[config.mk]
export PLATFORM = sky130hd
export DESIGN_NAME = asc_sram_host
export DESIGN_NICKNAME = d
export VERILOG_FILES = /design/src/asc_sync2.v /design/src/asc_sram_host.v
export VERILOG_INCLUDE_DIRS = /design/src
export SDC_FILE = /design/constraint.sdc
export NUM_CORES = 1
export LEC_CHECK = 0
export BUFFER_PORTS_ARGS = -buffer_cell sky130_fd_sc_hd__buf_2
export CAP_MARGIN = 40
export CORE_ASPECT_RATIO = 2
export CORE_MARGIN = 4
export CORE_UTILIZATION = 51
export DETAILED_ROUTE_END_ITERATION = 10
export PLACE_DENSITY = 0.79
export SETUP_SLACK_MARGIN = 0.2
export SYNTH_ARGS = -nofsm -noshare
export SYNTH_HDL_FRONTEND = slang
export SYNTH_SLANG_ARGS = --single-unit
[constraint.sdc]
create_clock -name clk -period 2.09 [get_ports clk]
set_input_delay 0.418 -clock clk [delete_from_list [all_inputs] [get_ports clk]]
set_output_delay 0.418 -clock clk [all_outputs]
set_load 0.01 [all_outputs]
[src/asc_defs.vh]
// Constants for the asynchronous SRAM host controller
`ifndef ASC_DEFS_VH
`define ASC_DEFS_VH
`define ASC_ADDR_W 16
`define ASC_DATA_W 16
// Speed grade in ns; read access equals cycle time
`define ASC_T_CYCLE_NS 20
`define ASC_T_WP_NS 12
`define ASC_T_DW_NS 10
`define ASC_T_WHZ_NS 8
`define ASC_T_OHZ_NS 8
`define ASC_CLK_NS 8
// Least times round up to whole cycles
`define ASC_CEIL(t) (((t) + `ASC_CLK_NS - 1) / `ASC_CLK_NS)
`define ASC_RD_CYC `ASC_CEIL(`ASC_T_CYCLE_NS)
`define ASC_WP_CYC `ASC_CEIL(`ASC_T_WP_NS)
`define ASC_TURN_CYC `ASC_CEIL(`ASC_T_OHZ_NS)
`define ASC_CNT_W 4
`define ASC_CNT_RST 4'h0
`endif

[src/asc_sync2.v]
// Two flip-flop synchroniser for a bus of pin inputs
`timescale 1ns/1ps
`default_nettype none
module asc_sync2 #(
  parameter W = 16
) (
  input wire clk,
  input wire arst_n,
  input wire [W-1:0] d,
  output reg [W-1:0] q
);
  reg [W-1:0] meta_reg;
  always @(posedge clk or negedge arst_n) begin
    if (!arst_n) begin
      meta_reg <= {W{1'b0}};
      q <= {W{1'b0}};
    end else begin
      meta_reg <= d;
      q <= meta_reg;
    end
  end
endmodule // asc_sync2
`default_nettype wire

[src/asc_sram_host.v]
// Host controller driving a 64K x 16 asynchronous SRAM with byte lanes
//
// Contract
// RQ1: Chip select high floats device, standby.
// RQ2: Lower lane read drives low byte.
// RQ3: Upper lane read drives high byte.
// RQ4: Both lanes read give full word.
// RQ5: Both lanes write store whole word.
// RQ6: Lower lane write keeps upper byte.
// RQ7: Upper lane write keeps lower byte.
// RQ8: Gate and strobe high float lanes.
// RQ9: Write only during all-low overlap.
// RQ10: Gate low: strobe covers turnoff plus setup.
// RQ11: Gate high: ordinary write pulse suffices.
// RQ12: Host never drives lanes device drives.
// RQ13: Selects low with strobe keep outputs off.
// RQ14: Read: strobe high, address before selects. The code sets word_addr on the same edge as the selects.
// RQ15: Device is static, no clock needed.
// RQ16: 65536 words of 16 bits.
// RQ17: Access time equals cycle time.
// RQ18: Readback returns last written lanes.
`timescale 1ns/1ps
`default_nettype none
`include "asc_defs.vh"
module asc_sram_host #(
  parameter AW = `ASC_ADDR_W,
  parameter DW = `ASC_DATA_W
) (
  input wire clk,
  input wire arst_n,
  input wire req_valid,
  input wire req_write,
  input wire [AW-1:0] req_addr,
  input wire [DW-1:0] req_wdata,
  input wire [1:0] req_lanes,
  output reg req_ready,
  output reg rsp_valid,
  output reg [DW-1:0] rsp_rdata,
  output reg [AW-1:0] word_addr,
  output reg chip_sel_n,
  output reg out_gate_n,
  output reg write_strobe_n,
  output reg lower_lane_sel_n,
  output reg upper_lane_sel_n,
  output reg [DW-1:0] data_lanes_o,
  output reg data_lanes_oe_n,
  input wire [DW-1:0] data_lanes_i
);
  localparam [4:0] S_IDLE = 5'h01;
  localparam [4:0] S_RD = 5'h02;
  localparam [4:0] S_WR = 5'h04;
  localparam [4:0] S_REL = 5'h08;
  localparam [4:0] S_TURN = 5'h10;
  // Cycle counts are worked out as integers, then cut to the counter width
  localparam integer RD_I = `ASC_RD_CYC;
  localparam integer WP_I = `ASC_WP_CYC;
  localparam integer TURN_I = `ASC_TURN_CYC;
  localparam [`ASC_CNT_W-1:0] RD_CYC = RD_I[`ASC_CNT_W-1:0];
  localparam [`ASC_CNT_W-1:0] WP_CYC = WP_I[`ASC_CNT_W-1:0];
  localparam [`ASC_CNT_W-1:0] TURN_CYC = TURN_I[`ASC_CNT_W-1:0];

  reg [4:0] state_reg;
  reg [`ASC_CNT_W-1:0] cnt_reg;
  reg [1:0] lanes_reg;
  wire [DW-1:0] rd_sync;

  asc_sync2 #(.W(DW)) u_sync (
    .clk(clk),
    .arst_n(arst_n),
    .d(data_lanes_i),
    .q(rd_sync)
  );

  // Keep only the lanes that were read; the others were floating
  function [DW-1:0] lane_mask;
    input [1:0] l;
    begin
      lane_mask = {{(DW/2){l[1]}}, {(DW/2){l[0]}}};
    end
  endfunction

  always @(posedge clk or negedge arst_n) begin
    if (!arst_n) begin
      state_reg <= S_IDLE;
      cnt_reg <= `ASC_CNT_RST;
      lanes_reg <= 2'h0;
      req_ready <= 1'b0;
      rsp_valid <= 1'b0;
      rsp_rdata <= {DW{1'b0}};
      word_addr <= {AW{1'b0}};
      chip_sel_n <= 1'b1; // RQ1
      out_gate_n <= 1'b1;
      write_strobe_n <= 1'b1;
      lower_lane_sel_n <= 1'b1;
      upper_lane_sel_n <= 1'b1;
      data_lanes_o <= {DW{1'b0}};
      data_lanes_oe_n <= 1'b1;
    end else begin
      rsp_valid <= 1'b0;
      case (state_reg)
        S_IDLE: begin
          req_ready <= 1'b1;
          if (req_valid && req_ready && req_lanes != 2'h0) begin
            req_ready <= 1'b0;
            lanes_reg <= req_lanes;
            // Address settles with selects, not after them
            word_addr <= req_addr; // RQ14 RQ16
            chip_sel_n <= 1'b0;
            lower_lane_sel_n <= ~req_lanes[0]; // RQ2 RQ6
            upper_lane_sel_n <= ~req_lanes[1]; // RQ3 RQ7
            if (req_write) begin
              // Gate stays high so the device never drives here
              out_gate_n <= 1'b1; // RQ11 RQ12
              write_strobe_n <= 1'b0; // RQ9 RQ13
              data_lanes_o <= req_wdata;
              data_lanes_oe_n <= 1'b0; // RQ5
              cnt_reg <= WP_CYC;
              state_reg <= S_WR;
            end else begin
              out_gate_n <= 1'b0; // RQ4
              write_strobe_n <= 1'b1; // RQ14
              cnt_reg <= RD_CYC + 4'h2;
              state_reg <= S_RD;
            end
          end
        end
        S_RD: begin
          // Two extra cycles cover the input synchroniser
          if (cnt_reg == 4'h1) begin
            rsp_rdata <= rd_sync & lane_mask(lanes_reg); // RQ17
            rsp_valid <= 1'b1;
            out_gate_n <= 1'b1;
            chip_sel_n <= 1'b1;
            lower_lane_sel_n <= 1'b1;
            upper_lane_sel_n <= 1'b1;
            cnt_reg <= TURN_CYC;
            state_reg <= S_TURN; // RQ12
          end else begin
            cnt_reg <= cnt_reg - 4'h1;
          end
        end
        S_WR: begin
          if (cnt_reg == 4'h1) begin
            // Strobe rises first; data held one more cycle
            write_strobe_n <= 1'b1; // RQ9 RQ10
            state_reg <= S_REL;
          end else begin
            cnt_reg <= cnt_reg - 4'h1;
          end
        end
        S_REL: begin
          data_lanes_oe_n <= 1'b1;
          chip_sel_n <= 1'b1;
          lower_lane_sel_n <= 1'b1;
          upper_lane_sel_n <= 1'b1;
          req_ready <= 1'b1;
          state_reg <= S_IDLE;
        end
        S_TURN: begin
          // Let device drivers turn off before next cycle
          if (cnt_reg == 4'h1) begin
            req_ready <= 1'b1;
            state_reg <= S_IDLE;
          end else begin
            cnt_reg <= cnt_reg - 4'h1;
          end
        end
        default: begin
          state_reg <= S_IDLE;
        end
      endcase
    end
  end
endmodule // asc_sram_host
`default_nettype wire

==> results.md <==
- Status: finished clean
- GRT met2 Usage: 0.359
- Post-DP HPWL: approximately 6300 microns
- Num rows: 44
- DRT antenna net count: 0
- Largest net degree at the start of global routing: 46
- Largest area contributor in the netlist: dfrtp_1
- First-pass GRT wire length: 13800 microns
- Most frequent CP cell: buf_4
- Syn Nets: between 300 and 400
- CTS Buf Count: 9
- CP Launch Type: flop
- Core area: roughly 0.0073 sq mm
- Slew Limit Fails: 0
- Warnings, synthesis: 0
- Count of different cell masters after synthesis: between 40 and 50
- Post-Synthesis Cell Area: about 0.0038 sq mm
- Via density per instance: 5.24
- Top Usage Layer GRT: met2
- Fmax: ~0.56 GHz
- Wirelength, routed: about 8900 microns
- Skew-Pair Late Insertion Delay: about 340 ps
- Worst R2R Setup Slack: 290 ps
- Max Root-Sink Buffers: 2
- Crit path cell chain: buf_4 -> nor3_1 -> buf_4 -> a21o_1 -> a21oi_1 -> a2bb2oi_1
- EDFF count, synth: 0
- Sum of negative setup slack: 0 ps
- Nets@finish: 486
- Root Driver: clkbuf_16
- Sequential area share after synthesis: 0.657
- CP Data Required Time: ~2300 ps
- Placed Cells: 510
- Die area: slightly below 0.009 sq mm
- Power Dens Cells: approximately 1400 mW/mm^2
- Clk_skew: 7.79 ps
- GRT Overall Usage: 0.212
- Worst-Margin Slew: between 500 and 600 ps
- CTS H-Tree Depth: 3
- Final std cells w/o fill: 527
- Vias in the first global route: about 2800
- DRT Pass-1 Iters: 4
- Top cells by area, synth: dfrtp_1 (61%), nand2_1 (9.2%), dfstp_2 (4.9%)
- Crit. End Element: flop
- Die Height: around 130 microns
- VDD IR max: between 0.8 and 0.9 mV
- CP peak stage delay: 410 ps
- Final GP Congestion: between 0.8 and 0.9
- Flops & latches, synth: 99
- RSZ-0062 raised after global routing: yes
- Boundary pin count: 110
- Final Hold Fails: 0
- Antenna diodes: 0
- CP max-delay cell: nor3_1
- Hold WS: 39.9 ps
- FFs w/ async S/R, synth: 1.00
- DR iter-0 viols: between 200 and 250
- Buf+Inv Stages, Crit Path: 2
- Worst min path class: in2async
- Max Cap Viol: 0
- Die width: a little under 70 microns
- Synth top area share: 0.608
- Worst-path clk slew: approximately 60 ps
- CP arrival: about 2000 ps
- Leakage: ~2.5 nW
- Top_reg_cell synth: dfrtp_1
- Min Tclk post-route: 1800 ps
- Vias: roughly 2800
- Setup ws final: about 290 ps
- GRT met1 Usage: 0.235
- Syn avg cell area: about 12 sq um
- Share of cells above drive strength 1: 0.402
- Final period utilization: 0.859
- Initial antenna violation count: 0
- Gate Count Post-Synth: about 320
- GR Util met3: 0.0508
- Area grow syn2layout: 26.8%
- Starting density of the core: 0.521
- Max-slew headroom: 0.632
- CP Max Fanout: 10
- CTS Sinks: 99
- Final setup fails: 0
- CP delay by family, top: compound AO/OA/AOI/OAI gates
- Place WS: about 240 ps
- WL/cell: between 15 and 20 microns
- CTS tree: done
- Worst r2r path cells: 6
- Type of the worst setup path: reg2reg
- Residual DRC: 0
- Reg-to-reg endpoint: cnt_reg[1]$_DFFE_PN0P_
- R2R Path Start: state_reg[3]$_DFFE_PN0P_
- PortBufs: roughly 110
- Grt ovf: 0
- Hold buffer count at CTS: 0
[per-stage QoR]
| stage | instance area, sq um | utilization | total power [mW] |
|---|---|---|---|
| 2_1_floorplan | 3790 | - | 4.01 |
| 3_3_place_gp | 4430 | 0.609 | 4.73 |
| 3_5_place_dp | 4430 | 0.609 | 4.82 |
| 4_1_cts | 4750 | 0.654 | 6.63 |
| 5_1_grt | 4800 | 0.661 | 7.05 |
| 6_report | 4800 | 0.661 | 6.63 |
[area by class of cell]
cell class / count / area, sq um
Multi-Input combinational cell: 195 / 1190
Tap cell: 92 / 115
Fill cell: 583 / 2470
Sequential cell: 99 / 2490
Timing Repair Buffer: 120 / 659
Clock buffer: 10 / 239
Clock inverter: 6 / 87.6
Inverter: 5 / 18.8
[placed cells by master (no fill, tap or decap), drive strengths merged, types with 5 or more instances in the layout]
cell	n
o21ai	23
inv	6
dfstp	7
nor3	5
nor2	6
nand2	93
nand3	5
clkbuf	10
dfrtp	92
mux2	16
buf	120
[Yosys cell counts (2+ instances only)]
library cell / count
mux2_2: 7
o211ai_1: 4
a32oi_1: 2
a2bb2oi_1: 3
mux2_4: 9
o22ai_1: 2
inv_1: 5
clkbuf_1: 3
o21ai_2: 4
o21ai_1: 12
a21o_1: 2
ha_1: 2
nand3_1: 4
o211a_1: 2
a21oi_1: 4
buf_2: 5
nand2_1: 93
nand3b_1: 4
buf_6: 6
o21ai_0: 7
buf_1: 2
dfstp_2: 7
a32o_1: 2
nor2_1: 5
nor3_1: 4
dfrtp_1: 92
[how the worst max path moves through the flow]
stage	slack, ps	cells after the start	to	start
floorplan	360	6	data_lanes_o[0]$_DFFE_PN0P_	state_reg[2]$_DFFE_PN0P_
detailed placement	240	4	data_lanes_o[2]$_DFFE_PN0P_	state_reg[2]$_DFFE_PN0P_
CTS	240	4	data_lanes_o[4]$_DFFE_PN0P_	state_reg[2]$_DFFE_PN0P_
global placement	310	4	data_lanes_o[15]$_DFFE_PN0P_	state_reg[2]$_DFFE_PN0P_
global route	160	5	cnt_reg[1]$_DFFE_PN0P_	state_reg[1]$_DFFE_PN0P_
finish	290	6	cnt_reg[1]$_DFFE_PN0P_	state_reg[3]$_DFFE_PN0P_
[power breakdown]
group / total, mW / switching, mW / internal (mW)
Clock: 1.78 / 0.694 / 1.08
Combinational: 2.04 / 1.11 / 0.935
Sequential: 2.81 / 0.356 / 2.45
Total: 6.63 / 2.16 / 4.47
[kinds of logic after synthesis]
family | share of synthesized area
AOI/OAI and AO/OA | 0.0945
xor gates and xnor gates | 0.00463
adders and majority gates | 0.00661
buffers and inverters | 0.0344
DFF | 0.657
muxes | 0.0565
and+or+nand+nor | 0.147
[layer usage]
metal / up-vias / wire length [microns] / part of all wire
met5: - / 0 / 0
met4: 0 / 303 / 0.034
met3: 24 / 461 / 0.052
met2: 101 / 4970 / 0.56
met1: 1342 / 3120 / 0.35
li1: 1292 / - / -
[repair_timing]
action	in CTS	in global routing
setup buffers	0	1
endpoints found under the setup margin	0	14
gates resized for setup	0	8
(Power assumes the default switching activity.)
